[config.mk]
export PLATFORM = sky130hd
export DESIGN_NAME = cfg_register_bank
export DESIGN_NICKNAME = d
export VERILOG_FILES = /design/src/rtl/cfg_bank_pkg.sv /design/src/rtl/cfg_register_bank.sv /design/src/rtl/line_sense.sv
export SDC_FILE = /design/constraint.sdc
export NUM_CORES = 1
export LEC_CHECK = 0
export ABC_AREA = 1
export BUFFER_PORTS_ARGS = -buffer_cell sky130_fd_sc_hd__buf_2
export CORE_MARGIN = 10
export CORE_UTILIZATION = 34
export CTS_BUF_LIST = sky130_fd_sc_hd__clkbuf_4 sky130_fd_sc_hd__clkbuf_8
export CTS_CLUSTER_DIAMETER = 40
export CTS_CLUSTER_SIZE = 25
export DETAILED_ROUTE_END_ITERATION = 12
export PLACE_DENSITY = 0.47
export RECOVER_POWER = 100
export SLEW_MARGIN = 15
export SYNTH_ARGS = -nofsm -noshare
export SYNTH_HDL_FRONTEND = slang
export SYNTH_SLANG_ARGS = --single-unit
export TNS_END_PERCENT = 5
[constraint.sdc]
create_clock -name sys_clk_i -period 2.2 [get_ports sys_clk_i]
set_input_delay 0.22 -clock sys_clk_i [delete_from_list [all_inputs] [get_ports sys_clk_i]]
set_output_delay 0.22 -clock sys_clk_i [all_outputs]
set_load 0.005 [all_outputs]
[src/rtl/cfg_bank_pkg.sv]
// shared constants and types for the serial configuration register bank
package cfg_bank_pkg;
   // ==========================================================
   // register addresses
   localparam logic [15:0] ADDR_PORT_CFG = 16'h0000;
   localparam logic [15:0] ADDR_REVISION = 16'h0002;
   localparam logic [15:0] ADDR_VARIANT = 16'h0003;
   localparam logic [15:0] ADDR_BANK_SEL = 16'h0004;
   localparam logic [15:0] ADDR_UID_LOW = 16'h0005;
   localparam logic [15:0] ADDR_UID_HIGH = 16'h0006;
   localparam logic [15:0] ADDR_LOOP_CTRL = 16'h0010;

   // ==========================================================
   // field positions
   localparam int BIT_SOFT_RESET = 5;
   localparam int BIT_SOFT_MIRROR = 2;
   localparam int BIT_BANK_ACTIVE = 0;
   localparam int BIT_POLARITY = 7;
   localparam int BIT_RW = 0;
   localparam logic [3:0] LAST_BIT = 4'h7;

   // ==========================================================
   // reset values
   localparam logic [7:0] UID_RESET = 8'h00;
   localparam logic [7:0] ZERO_BYTE = 8'h00;

   // ==========================================================
   // types
   typedef enum logic [3:0] {
      S_IDLE, S_DEV, S_ADDR_HI, S_ADDR_LO, S_WR, S_ACK, S_RD, S_RACK, S_RD_LOAD
   } port_state_t;

   typedef struct packed {
      logic scl_rise;
      logic scl_fall;
      logic start;
      logic stop;
      logic sda;
   } line_ev_t;

   typedef struct packed {
      logic scl;
      logic sda;
   } line_state_t;

   typedef struct packed {
      port_state_t st;
      port_state_t after_ack;
      logic [3:0] bitcnt;
      logic [7:0] shreg;
      logic [15:0] addr;
      logic sreset;
      logic mirror;
      logic pend;
      logic rb_active;
      logic [7:0] uid_lo;
      logic [7:0] uid_hi;
      logic pol_buf;
      logic pol_act;
      logic sda_oe;
      logic soft_pulse;
   } bank_state_t;
endpackage

[src/rtl/cfg_register_bank.sv]
// configuration register bank behind a two-wire serial control port
// What this block does
// - writing one to bit 5 of address 000 restores register defaults
// - that soft reset bit clears itself one serial clock after the write
// - address 002 reads silicon revision, writes ignored
// - address 003 reads fixed variant identification code
// - bit 0 of address 004 picks buffer or active bank for reads
// - addresses 005 and 006 hold sixteen-bit user label, reset zero
// - the user label changes no behaviour of the device
// - bit 7 of address 010 picks detector polarity, zero positive
module cfg_register_bank #(
   parameter logic [6:0] DEV_ADDR = 7'h5C,
   // arbitrary neutral values
   parameter logic [7:0] REVISION = 8'h01,
   parameter logic [7:0] VARIANT_ID = 8'h5A
) (
   // clock and reset
   input wire logic sys_clk_i,
   input wire logic reset_n_i,
   // serial control port
   input wire logic scl_i,
   input wire logic sda_i,
   output logic sda_o,
   output logic sda_oe_o,
   // buffer to active transfer
   input wire logic transfer_i,
   // to the loop and the rest of the chip
   output logic detector_polarity_select_o,
   output logic soft_reset_o
);
   // ==========================================================
   // line events and read mux
   cfg_bank_pkg::line_ev_t ev;
   cfg_bank_pkg::bank_state_t q, d;
   logic wr_fire;
   logic [7:0] wr_byte;

   // refuse a bus address that the serial protocol reserves
   localparam logic [6:0] DEV_ADDR_MIN = 7'h08;
   localparam logic [6:0] DEV_ADDR_MAX = 7'h77;
   if (DEV_ADDR < DEV_ADDR_MIN || DEV_ADDR > DEV_ADDR_MAX) begin : g_reserved_addr
      $error("bus address lies in a reserved range");
   end

   line_sense u_line_sense (
      .sys_clk_i(sys_clk_i),
      .reset_n_i(reset_n_i),
      .scl_i(scl_i),
      .sda_i(sda_i),
      .ev_o(ev)
   );

   function automatic logic [7:0] read_data(input cfg_bank_pkg::bank_state_t s);
      logic [7:0] r;
      r = cfg_bank_pkg::ZERO_BYTE;
      unique case (s.addr)
         cfg_bank_pkg::ADDR_PORT_CFG: begin
            r[cfg_bank_pkg::BIT_SOFT_RESET] = s.sreset;
            r[cfg_bank_pkg::BIT_SOFT_MIRROR] = s.mirror;
         end
         cfg_bank_pkg::ADDR_REVISION: r = REVISION;
         cfg_bank_pkg::ADDR_VARIANT: r = VARIANT_ID;
         cfg_bank_pkg::ADDR_BANK_SEL: r[cfg_bank_pkg::BIT_BANK_ACTIVE] = s.rb_active;
         cfg_bank_pkg::ADDR_UID_LOW: r = s.uid_lo;
         cfg_bank_pkg::ADDR_UID_HIGH: r = s.uid_hi;
         cfg_bank_pkg::ADDR_LOOP_CTRL: begin
            r[cfg_bank_pkg::BIT_POLARITY] = s.rb_active ? s.pol_act : s.pol_buf;
         end
         default: r = cfg_bank_pkg::ZERO_BYTE;
      endcase
      return r;
   endfunction

   assign wr_fire = ev.scl_rise && (q.st == cfg_bank_pkg::S_WR) && (q.bitcnt == cfg_bank_pkg::LAST_BIT);
   assign wr_byte = {q.shreg[6:0], ev.sda};

   // ==========================================================
   // port sequencer and registers
   always_comb begin
      logic [7:0] rd;
      rd = read_data(q);
      d = q;
      d.soft_pulse = 1'b0;
      if (transfer_i) begin
         d.pol_act = q.pol_buf;
      end
      if (q.pend && ev.scl_rise) begin
         d.pend = 1'b0;
         d.sreset = 1'b0;
         d.mirror = 1'b0;
         d.rb_active = 1'b0;
         d.uid_lo = cfg_bank_pkg::UID_RESET;
         d.uid_hi = cfg_bank_pkg::UID_RESET;
         d.pol_buf = 1'b0;
         d.pol_act = 1'b0;
         d.soft_pulse = 1'b1;
      end
      if (ev.start) begin
         d.st = cfg_bank_pkg::S_DEV;
         d.bitcnt = '0;
         d.sda_oe = 1'b0;
      end else if (ev.stop) begin
         d.st = cfg_bank_pkg::S_IDLE;
         d.sda_oe = 1'b0;
      end else begin
         unique case (q.st)
            cfg_bank_pkg::S_IDLE: d.sda_oe = 1'b0;
            cfg_bank_pkg::S_DEV, cfg_bank_pkg::S_ADDR_HI, cfg_bank_pkg::S_ADDR_LO,
            cfg_bank_pkg::S_WR: begin
               if (ev.scl_rise) begin
                  d.shreg = wr_byte;
                  d.bitcnt = q.bitcnt + 4'h1;
                  if (q.bitcnt == cfg_bank_pkg::LAST_BIT) begin
                     d.st = cfg_bank_pkg::S_ACK;
                     unique case (q.st)
                        cfg_bank_pkg::S_DEV: begin
                           if (wr_byte[7:1] != DEV_ADDR) begin
                              d.st = cfg_bank_pkg::S_IDLE;
                           end
                           d.after_ack = wr_byte[cfg_bank_pkg::BIT_RW] ?
                              cfg_bank_pkg::S_RD : cfg_bank_pkg::S_ADDR_HI;
                        end
                        cfg_bank_pkg::S_ADDR_HI: begin
                           d.addr = {wr_byte, q.addr[7:0]};
                           d.after_ack = cfg_bank_pkg::S_ADDR_LO;
                        end
                        cfg_bank_pkg::S_ADDR_LO: begin
                           d.addr = {q.addr[15:8], wr_byte};
                           d.after_ack = cfg_bank_pkg::S_WR;
                        end
                        default: begin
                           d.after_ack = cfg_bank_pkg::S_WR;
                           d.addr = q.addr + 16'h0001;
                           unique case (q.addr)
                              cfg_bank_pkg::ADDR_PORT_CFG: begin
                                 d.sreset = wr_byte[cfg_bank_pkg::BIT_SOFT_RESET];
                                 d.mirror = wr_byte[cfg_bank_pkg::BIT_SOFT_MIRROR];
                                 d.pend = wr_byte[cfg_bank_pkg::BIT_SOFT_RESET];
                              end
                              cfg_bank_pkg::ADDR_BANK_SEL:
                                 d.rb_active = wr_byte[cfg_bank_pkg::BIT_BANK_ACTIVE];
                              cfg_bank_pkg::ADDR_UID_LOW: d.uid_lo = wr_byte;
                              cfg_bank_pkg::ADDR_UID_HIGH: d.uid_hi = wr_byte;
                              cfg_bank_pkg::ADDR_LOOP_CTRL:
                                 d.pol_buf = wr_byte[cfg_bank_pkg::BIT_POLARITY];
                              default: d.pend = q.pend;
                           endcase
                        end
                     endcase
                  end
               end
            end
            cfg_bank_pkg::S_ACK: begin
               if (ev.scl_fall && !q.sda_oe) begin
                  d.sda_oe = 1'b1;
               end else if (ev.scl_fall) begin
                  d.bitcnt = '0;
                  d.st = q.after_ack;
                  d.sda_oe = 1'b0;
                  if (q.after_ack == cfg_bank_pkg::S_RD) begin
                     d.sda_oe = ~rd[7];
                     d.shreg = {rd[6:0], 1'b0};
                  end
               end
            end
            cfg_bank_pkg::S_RD: begin
               if (ev.scl_rise) begin
                  d.bitcnt = q.bitcnt + 4'h1;
                  if (q.bitcnt == cfg_bank_pkg::LAST_BIT) begin
                     d.st = cfg_bank_pkg::S_RACK;
                  end
               end else if (ev.scl_fall) begin
                  d.sda_oe = ~q.shreg[7];
                  d.shreg = {q.shreg[6:0], 1'b0};
               end
            end
            cfg_bank_pkg::S_RACK: begin
               if (ev.scl_fall) begin
                  d.sda_oe = 1'b0;
               end else if (ev.scl_rise) begin
                  d.st = ev.sda ? cfg_bank_pkg::S_IDLE : cfg_bank_pkg::S_RD_LOAD;
                  d.addr = ev.sda ? q.addr : q.addr + 16'h0001;
               end
            end
            cfg_bank_pkg::S_RD_LOAD: begin
               if (ev.scl_fall) begin
                  d.st = cfg_bank_pkg::S_RD;
                  d.bitcnt = '0;
                  d.sda_oe = ~rd[7];
                  d.shreg = {rd[6:0], 1'b0};
               end
            end
            default: d.st = cfg_bank_pkg::S_IDLE;
         endcase
      end
   end

   always_ff @(posedge sys_clk_i or negedge reset_n_i) begin
      if (!reset_n_i) begin
         q <= '{st: cfg_bank_pkg::S_IDLE, after_ack: cfg_bank_pkg::S_IDLE, bitcnt: 4'h0,
                shreg: 8'h00, addr: 16'h0000, uid_lo: cfg_bank_pkg::UID_RESET,
                uid_hi: cfg_bank_pkg::UID_RESET, default: 1'b0};
      end else begin
         q <= d;
      end
   end

   assign sda_o = 1'b0;
   assign sda_oe_o = q.sda_oe;
   assign detector_polarity_select_o = q.pol_act;
   assign soft_reset_o = q.soft_pulse;

   // ==========================================================
   // assertions
   logic load_now;
   // a read byte is loaded after the address acknowledge or after a host acknowledge
   assign load_now = ev.scl_fall && !ev.start && !ev.stop &&
      ((q.st == cfg_bank_pkg::S_RD_LOAD) ||
       (q.st == cfg_bank_pkg::S_ACK && q.sda_oe && q.after_ack == cfg_bank_pkg::S_RD));

   soft_defaults_a: assert property (@(posedge sys_clk_i) disable iff (!reset_n_i)
      soft_reset_o |-> (q.uid_lo == 8'h00 && q.uid_hi == 8'h00 && !q.rb_active && !q.pol_buf))
      else $error("soft reset left a register off default");
   soft_cause_a: assert property (@(posedge sys_clk_i) disable iff (!reset_n_i)
      soft_reset_o |-> $past(q.pend) && $past(ev.scl_rise))
      else $error("soft reset without a pending request");
   self_clear_a: assert property (@(posedge sys_clk_i) disable iff (!reset_n_i)
      (q.pend && ev.scl_rise) |=> (!q.sreset && !q.pend && soft_reset_o))
      else $error("soft reset bit did not clear on next serial clock");
   revision_read_a: assert property (@(posedge sys_clk_i) disable iff (!reset_n_i)
      (load_now && q.addr == cfg_bank_pkg::ADDR_REVISION) |=> (sda_oe_o == ~REVISION[7]))
      else $error("revision readback wrong");
   variant_read_a: assert property (@(posedge sys_clk_i) disable iff (!reset_n_i)
      (load_now && q.addr == cfg_bank_pkg::ADDR_VARIANT) |=> (sda_oe_o == ~VARIANT_ID[7]))
      else $error("variant readback wrong");
   bank_read_a: assert property (@(posedge sys_clk_i) disable iff (!reset_n_i)
      (load_now && q.addr == cfg_bank_pkg::ADDR_LOOP_CTRL) |=>
      (sda_oe_o == ~($past(q.rb_active) ? $past(q.pol_act) : $past(q.pol_buf))))
      else $error("bank select readback wrong");
   label_write_a: assert property (@(posedge sys_clk_i) disable iff (!reset_n_i)
      (wr_fire && q.addr == cfg_bank_pkg::ADDR_UID_HIGH && !(q.pend && ev.scl_rise))
      |=> (q.uid_hi == $past(wr_byte)))
      else $error("user label high byte not stored");
   label_inert_a: assert property (@(posedge sys_clk_i) disable iff (!reset_n_i)
      ($changed(q.uid_lo) || $changed(q.uid_hi)) && !soft_reset_o && !$past(transfer_i)
      |-> $stable(detector_polarity_select_o))
      else $error("user label changed behaviour");
   polarity_move_a: assert property (@(posedge sys_clk_i) disable iff (!reset_n_i)
      $changed(detector_polarity_select_o) |-> ($past(transfer_i) || soft_reset_o))
      else $error("polarity changed without transfer");
   unused_zero_a: assert property (@(posedge sys_clk_i) disable iff (!reset_n_i)
      (load_now && q.addr == cfg_bank_pkg::ADDR_PORT_CFG) |=> sda_oe_o)
      else $error("unused top bit of port config read nonzero");

   soft_reset_c: cover property (@(posedge sys_clk_i) disable iff (!reset_n_i) soft_reset_o);
   read_burst_c: cover property (@(posedge sys_clk_i) disable iff (!reset_n_i)
      q.st == cfg_bank_pkg::S_RACK ##1 q.st == cfg_bank_pkg::S_RD_LOAD);
   polarity_c: cover property (@(posedge sys_clk_i) disable iff (!reset_n_i)
      $rose(detector_polarity_select_o));
endmodule

[src/rtl/line_sense.sv]
// samples the serial clock and data lines and reports edges, start and stop
module line_sense (
   // clock and reset
   input wire logic sys_clk_i,
   input wire logic reset_n_i,
   // serial lines
   input wire logic scl_i,
   input wire logic sda_i,
   // events
   output cfg_bank_pkg::line_ev_t ev_o
);
   cfg_bank_pkg::line_state_t q, d;

   always_comb begin
      d.scl = scl_i;
      d.sda = sda_i;
   end

   always_ff @(posedge sys_clk_i or negedge reset_n_i) begin
      if (!reset_n_i) begin
         q <= '{scl: 1'b1, sda: 1'b1};
      end else begin
         q <= d;
      end
   end

   assign ev_o = '{
      scl_rise: scl_i & ~q.scl,
      scl_fall: ~scl_i & q.scl,
      start: scl_i & q.scl & q.sda & ~sda_i,
      stop: scl_i & q.scl & ~q.sda & sda_i,
      sda: sda_i
   };
endmodule

==> results of run 1 <==
sequential cells by signal (all words and copies together), names as in the netlist, named ones only:
name / count
detector_polarity_select_o: 1
q: 55
sda_oe_o: 1
soft_reset_o: 1
u_line_sense.q: 2
layout make-up:
type                    instances  area [µm²]
clock buffers                  11         145
clock inverters                 5        83.8
fillers                      1345        7450
inverters                      81         312
multi-input cells             484        2310
flip-flops and latches         61        1530
well taps                     168         210
repair buffers                 19         128
worst register-to-register path, cell delays in order, from the launching register on:
cell and delay, ns:
dfrtp_2 0.52, inv_2 0.17, nor2_1 0.12, nand2_1 0.12, nand2_2 0.24, inv_2 0.07
nand2_1 0.09, nand2_1 0.05, inv_1 0.21, nand2_4 0.09, inv_4 0.11, nor2_1 0.05
nor2_1 0.11
metrics by stage:
stage,power [W],worst slack [ns],utilization [%],std cells
after detailed placement,0.00219,0.103,37.0,810
after global placement,0.00219,0.100,37.0,810
final,0.00333,0.210,38.8,829
after CTS,0.00339,0.0804,39.2,829
after floorplan,0.00192,0.551,-,642
after global routing,0.00353,0.0160,38.8,829
per-layer routing:
| metal | share of wire, % | wire (µm) | vias to the layer above |
|---|---|---|---|
| met5 | 0 | 0 | - |
| met4 | 2.3 | 272 | 0 |
| met3 | 3.5 | 422 | 20 |
| met2 | 45 | 5340 | 76 |
| met1 | 49 | 5910 | 1883 |
| li1 | - | - | 2078 |
layout by cell type, fill, tap and decap left out, types with 2 or more instances in the layout:
cell type        n
buf_2            6
clkinvlp_4       2
nand2_2          6
clkbuf_8        10
nor2_1          68
o21bai_1         2
nand2_1        202
xor2_1           2
dlygate4sd3_1    3
nand3b_1         3
inv_1           69
o21ai_1          7
nor2_4           5
buf_4            8
bufinv_16        2
nand3_1         74
inv_4            3
ha_1             5
a21boi_0         2
nor3_1           3
dfstp_2          2
nand3_4          3
nand4_1          8
dfrtp_1         58
nand3_2          2
o21ai_0         53
clkbuf_1         2
a21oi_1         18
o21ai_2          2
nor2_2           9
inv_2            9
worst max-delay path by stage:
stage,end,slack [ns],cells after the start
3_5_place_dp,q[34],0.10,8
3_3_place_gp,q[34],0.10,8
5_1_grt,q[44],0.02,12
4_1_cts,q[34],0.08,8
2_1_floorplan,q[18],0.55,9
6_report,q[43],0.21,12
where the power goes:
part | internal [W] | switching (W) | leakage, nW | total (W)
clock network | 0.000683 | 0.000497 | 0.109 | 0.00118
logic | 0.000205 | 0.000505 | 1.53 | 0.000710
registers | 0.00122 | 0.000213 | 0.808 | 0.00144
cell families (layout without fill, tap and decap cells):
kind of cell | after synthesis | count (layout) | share of synthesized area (%)
xor gates and xnor gates | 3 | 3 | 0.615
adders and majority gates | 5 | 5 | 1.46
buffers and inverters | 97 | 116 | 9.58
AOI/OAI and AO/OA | 87 | 87 | 11.6
muxes | 1 | 1 | 0.234
DFF | 61 | 61 | 35.8
and+or+nand+nor | 387 | 387 | 40.6
other | 1 | 1 | 0.0878
repair_timing:
item	in CTS	in global routing
hold buffers	3	0
gates resized for setup	0	2
buffers inserted	0	0
hold endpoints to repair	61	0
setup endpoints to repair	0	25
==> results.toml, run 1 <==
[grt]
grt.busiest_layer = "met2"
antenna_found_initial = 0
grt_max_degree = 62
use_met1_pct = 18.8
gr-usage-met3_pct = 2.67
use_met2_pct = 20.7
track_usage_pct = 13.9
first_global_vias = 3879
grt_pass1_wl_um = 19900
overflow = 0

[pwr]
peakVddDrop_v = 0.000478
powerDensity_mw_per_mm2 = 706
leakagePower_nw = 2.45

[timing]
tightest_slew_ns = 1.41
fin_skew_ns = 0.00984
rsz0062_at_grt = "false"
fin_crit_ns = 1.99
tns_ns = 0
hold_slack_ns = 0.0755
finalSetupViolations = 0
drv_slew = 0
fmax_ghz = 0.503
slew_headroom_pct = 5.96
hold_viol_final = 0
period_share_pct = 90.5

[clocking]
clk_pin_slew_worst_paths_ns = 0.08
htreeDepth = 3
clock-root-buffer = "clkbuf_8"
clock_latency_ns = 0.37
cts_buffers = 9
cts_tree = "built"
cts_buffer_depth = 2
clock_sinks = 61

[worst_setup_path]
reg2reg_from = "q[56]"
end_kind = "register"
worst_ep_required_time_ns = 2.50
crit_buf_inv = 4
crit_fanout = 12
crit_chain = "inv_2, nor2_1, nand2_1, nand2_2, inv_2, nand2_1, nand2_1, inv_1, nand2_4, inv_4, nor2_1, nor2_1"
critPathTopFamily = "simple AND/OR/NAND/NOR gates"
crit_start = "q[56]"
r2r_slack_ns = 0.21
slowest_stage = "dfrtp_2"
path_class = "register to register"
timing.rr.end = "q[43]"
r2r_cells = 12
worstPathArrival_ns = 2.29
start_kind = "register"
max_stage_delay_ns = 0.52

[die]
die_h_um = 132
io_pins = 9
core_area_mm2 = 0.0122
die_area_mm2 = 0.0174
die_x_um = 132
initial_utilization_pct = 35.1
fp-row-count = 40

[drt]
drt_iter0_drc = 255
drc = 0
vias_per_cell = 4.89
drtAntennaViolNets = 0
dr.pass1.iters = 5
wl_um = 11900
wire_per_inst_um = 14.4
num_vias = 4057

[job]
drv_cap = 0

[logic_synthesis]
ys_seq_area_share_pct = 35.8
syn_area_per_cell_um2 = 6.65
synth_edf_count = 0
synth.most_common_cell = "nand2_1"
ys.flop_type = "dfrtp_1"
synth.area.top_cells = "dfrtp_1, nand2_1, nand3_1"
syn-instance-count = 642
synth_fp_nets = 652
ys_ff_latch = 61
synth_cell_type_count = 40
netlist_top_cells_count = "nand2_1, nand3_1, inv_1, nor2_1, dfrtp_1"
syn-cell-area_mm2 = 0.00427
async_reset_ff_share_pct = 100
yosysWarnings = 0
synth_top_cell_by_area = "dfrtp_1"
synth_top_cell_area_share_pct = 34.6

[worst_hold_path]
hold_end = "detector_polarity_select_o"
holdCritPathClass = "input port to register"
holdPathStages = 3
min_from = "transfer_i"

[run_status]
outcome = "complete, no violations"

[placed_design]
hpwl_um = 8840
io_buffer_count = 7
place_area_mm2 = 0.00450
place_congestion = 0.849

[final_layout]
syn_to_final_growth_pct = 10.4
antenna_cells = 0
stdcell_area_mm2 = 0.00471
layout-drive-gt1-share_pct = 11.5
layout.nets = 666
No activity file was read; power rests on OpenSTA's default activity.
==> run 2: changes to the inputs <==
- MAX_ROUTING_LAYER: default -> met4
==> results.toml, run 2 (synthesis gave the netlist of run 1 again) <==
[worst_setup_path]
slowest_stage = "dfrtp_2"
cp_common_cell = "nand2_1"
crit_chain = "nand2_1, nor2_2, inv_1, o21ai_4, nand3_4, inv_4, nand3_1, nand2_1"
reg2reg_from = "q[56]"
max_stage_delay_ns = 0.52
start_kind = "register"
worstPathArrival_ns = 2.30
end_kind = "register"
worst_ep_required_time_ns = 2.51
crit_fanout = 12
crit_start = "q[56]"
critPathTopFamily = "simple AND/OR/NAND/NOR gates"
path_class = "register to register"
crit_buf_inv = 2

[placed_design]
place_congestion = 0.862
io_buffer_count = 7
hpwl_um = 8840
dp_cells = 810

[die]
die_x_um = 132
die_area_mm2 = 0.0174
die_h_um = 132
io_pins = 9
initial_utilization_pct = 35.1
core_area_mm2 = 0.0122
fp-row-count = 40

[clocking]
htreeDepth = 3
clock_sinks = 61
cts_tree = "built"
cts_buffers = 9
clk_pin_slew_worst_paths_ns = 0.08
clock-root-buffer = "clkbuf_8"
clock_latency_ns = 0.37
cts_buffer_depth = 2

[pwr]
peakVddDrop_v = 0.000480
powerDensity_mw_per_mm2 = 706
leakagePower_nw = 2.45

[drt]
dr.pass1.iters = 5
wl_um = 11900
drc = 0
drtAntennaViolNets = 0
vias_per_cell = 4.90
num_vias = 4061
drt_iter0_drc = 252
wire_per_inst_um = 14.4

[final_layout]
antenna_cells = 0
top_regs = "q x55, u_line_sense.q x2"
layout-drive-gt1-share_pct = 11.5
syn_to_final_growth_pct = 10.4
regMostFlops = "q"
final_cell_mix = "nand2_1, nand3_1, inv_1"
final_common_cell = "nand2_1"
largest_reg_flops = 55
layout.nets = 666
stdcell_count = 829

[timing]
fin_skew_ns = 0.0100
hold_viol_final = 0
slew_headroom_pct = 6.25
drv_slew = 0
tns_ns = 0
tightest_slew_ns = 1.41
fin_crit_ns = 1.99
fmax_ghz = 0.502
finalSetupViolations = 0
rsz0062_at_grt = "false"
period_share_pct = 90.5

[worst_hold_path]
min_from = "transfer_i"
holdCritPathClass = "input port to register"

[run_status]
outcome = "complete, no violations"

[grt]
grt_max_degree = 62
use_met1_pct = 18.7
grt.busiest_layer = "met2"
grt_pass1_wl_um = 19800
antenna_found_initial = 0
first_global_vias = 3880
track_usage_pct = 14.3
use_met2_pct = 20.8
overflow = 0
gr-usage-met3_pct = 2.71

[job]
drv_cap = 0
[run 2: timing repair]
item                                    in CTS  in global routing
hold buffers                                 3                  0
endpoints found under the hold margin       61                  0
endpoints found under the setup margin       0                 25
resized for setup                            0                  2
buffers inserted                             0                  0
[run 2: layout make-up]
type	instances	area (µm²)
multi-input combinational	484	2310
timing repair buffer	19	128
sequential	61	1530
fill	1345	7450
inverter	81	312
clock inverter	5	83.8
clock buffer	11	145
tap	168	210
[run 2: final timing paths]
check | slack, ns | cells after the start | end
max | 0.21 | 8 | q[34]
min | 0.07 | 3 | detector_polarity_select_o
max reg2reg | 0.21 | 8 | q[34]
min reg2reg | 0.51 | 2 | q[49]
max in group asynchronous | 0.47 | 3 | q[56]
min in group asynchronous | 0.79 | 3 | q[31]
[run 2: stage by stage]
| step | utilization [%] | cell area [µm²] | setup WS, ns | total power [W] | hold slack, ns |
|---|---|---|---|---|---|
| 4_1_cts | 39.2 | 4760 | 0.0804 | 0.00339 | 0.0597 |
| 2_1_floorplan | - | 4270 | 0.551 | 0.00192 | -0.0756 |
| 3_3_place_gp | 37.0 | 4500 | 0.100 | 0.00219 | 0.268 |
| 5_1_grt | 38.8 | 4710 | 0.0230 | 0.00353 | 0.0879 |
| 6_report | 38.8 | 4710 | 0.208 | 0.00333 | 0.0749 |
| 3_5_place_dp | 37.0 | 4500 | 0.103 | 0.00219 | 0.269 |
[run 2: layer usage]
| layer | vias to the layer above | wire length [µm] |
|---|---|---|
| met5 | - | 0 |
| met4 | 0 | 276 |
| met3 | 22 | 406 |
| met2 | 81 | 5310 |
| met1 | 1882 | 5950 |
| li1 | 2076 | - |
[run 2: where the power goes]
group	internal, W	total [W]	switching [W]
Clock	0.000683	0.00118	0.000498
Combinational	0.000205	0.000709	0.000504
Sequential	0.00122	0.00144	0.000216
[run 2: worst min-delay path: stages]
cell     delay (ns)
buf_2          0.09
a31oi_1        0.06
inv_1          0.05
==> run 3: changes to the inputs <==
- CORE_UTILIZATION: 34 -> 55
- PLACE_DENSITY: 0.47 -> 0.7
==> results.toml, run 3 (synthesis gave the netlist of run 1 again) <==
[final_layout]
largest_reg_flops = 55
regMostFlops = "q"
syn_to_final_growth_pct = 8.73
top_regs = "q x55, u_line_sense.q x2"
layout.nets = 663
layout-drive-gt1-share_pct = 12.2
stdcell_area_mm2 = 0.00464
final_cell_mix = "nand2_1, nand3_1, inv_1"
final_common_cell = "nand2_1"
antenna_cells = 0

[placed_design]
hpwl_um = 7950
dp_slack_ns = 0.220
io_buffer_count = 7
place_congestion = 0.932
place_area_mm2 = 0.00441

[pwr]
switching_share_pct = 35.4
peakVddDrop_v = 0.000601
power.internal_w = 0.00219
combPwrFrac_pct = 21.3
switchingPower_w = 0.00120
leakagePower_nw = 2.46
clkPwrFrac_pct = 36.9
p_seq_share_pct = 41.8
powerDensity_mw_per_mm2 = 730

[grt]
first_global_vias = 3787
use_met1_pct = 24.5
gr-usage-met3_pct = 3.51
grt_pass1_wl_um = 18000
antenna_found_initial = 0
grt_max_degree = 36
track_usage_pct = 19.5
use_met2_pct = 31.5
overflow = 0
grt.busiest_layer = "met2"

[timing]
fin_crit_ns = 2.06
period_share_pct = 93.7
slew_headroom_pct = -5.00
fin_skew_ns = 0.00918
fmax_ghz = 0.485
hold_viol_final = 0
drv_slew = 27
hold_slack_ns = 0.0847
finalSetupViolations = 0
tightest_slew_ns = 1.58
tns_ns = 0
finalWorstSetupSlack_ns = 0.138
rsz0062_at_grt = "true"

[clocking]
clock-root-buffer = "clkbuf_8"
clock_sinks = 61
htreeDepth = 3
cts_buffers = 9
cts_buffer_depth = 2
clock_latency_ns = 0.35
cts_resized = 0
clk_pin_slew_worst_paths_ns = 0.07
cts_tree = "built"

[worst_setup_path]
end_kind = "register"
crit_fanout = 12
path_class = "register to register"
worstPathArrival_ns = 2.35
start_kind = "register"
worst_ep_required_time_ns = 2.49

[die]
core_area_mm2 = 0.00765
initial_utilization_pct = 55.8
die_area_mm2 = 0.0117
fp-row-count = 32
die_h_um = 108
die_x_um = 108
io_pins = 9

[drt]
drc = 0
wire_per_inst_um = 14.1
dr.pass1.iters = 5
drt_iter0_drc = 214
num_vias = 4054
vias_per_cell = 5.33
wl_um = 10700
drtAntennaViolNets = 0

[worst_hold_path]
holdCritPathClass = "input port to register"

[run_status]
violations = "capacitance limit, slew limit"
outcome = "complete, but fails checks"

[job]
drv_cap = 1
[run 3: changes by cell type in the layout (fill, tap and decap cells not counted), sizes merged]
cell / before / now
clkinvlp: 2 / 1
buf: 14 / 9
clkbuf: 13 / 14
bufinv: 2 / 3
dlygate4sd3: 3 / 2
clkinv: 1 / 3
[run 3: path summary, 6_finish.rpt]
kind,from,slack (ns),depth (start not counted),end
setup / recovery,q[56],0.14,8,q[35]
hold / removal,sda_i,0.08,1,u_line_sense.q[0]
setup reg to reg,q[56],0.14,8,q[35]
hold reg to reg,q[49],0.51,2,q[49]
max in group asynchronous,reset_n_i,0.48,2,sda_oe_o
min in group asynchronous,reset_n_i,0.79,2,q[27]
[run 3: layer usage]
layer / wire, µm / part of all wire [%]
met1: 4900 / 46
met2: 5200 / 48
met4: 105 / 0.98
met5: 0 / 0
met3: 515 / 4.8
[run 3: critical path, cell delays in order (launching register included)]
cell and delay, ns:
dfrtp_1 0.58, nand2_1 0.15, nor2_2 0.31, inv_1 0.25
o21ai_2 0.19, nand3_4 0.18, inv_2 0.17, nand3_1 0.10
nand2_1 0.07
[run 3: timing repair]
item | 4_1_cts | 5_1_grt
buffers inserted | 0 | 0
hold buffers | 2 | 0
setup endpoints to repair | 0 | 1
hold endpoints to repair | 25 | 0
[run 3: cell type report]
type,count,area (µm²)
Inverter,81,307
Timing Repair Buffer,16,113
Fill cell,741,3000
Multi-Input combinational cell,484,2320
Tap cell,102,128
Clock buffer,9,124
Clock inverter,7,124
Sequential cell,61,1530
[run 3: through the flow]
step                utilization (%)  std cells  power (W)
floorplan                         -        642    0.00192
global placement               57.6        742    0.00214
detailed placement             57.6        742    0.00215
CTS                            61.1        760    0.00341
global route                   60.7        760    0.00358
finish                         60.7        760    0.00339
[run 3: power groups by stage]
stage	logic, W	registers [W]	clock network, W
floorplan	0.000587	0.00134	0
global placement	0.000720	0.00142	0
detailed placement	0.000727	0.00143	0
CTS	0.000734	0.00140	0.00127
global route	0.000821	0.00143	0.00133
finish	0.000722	0.00142	0.00125
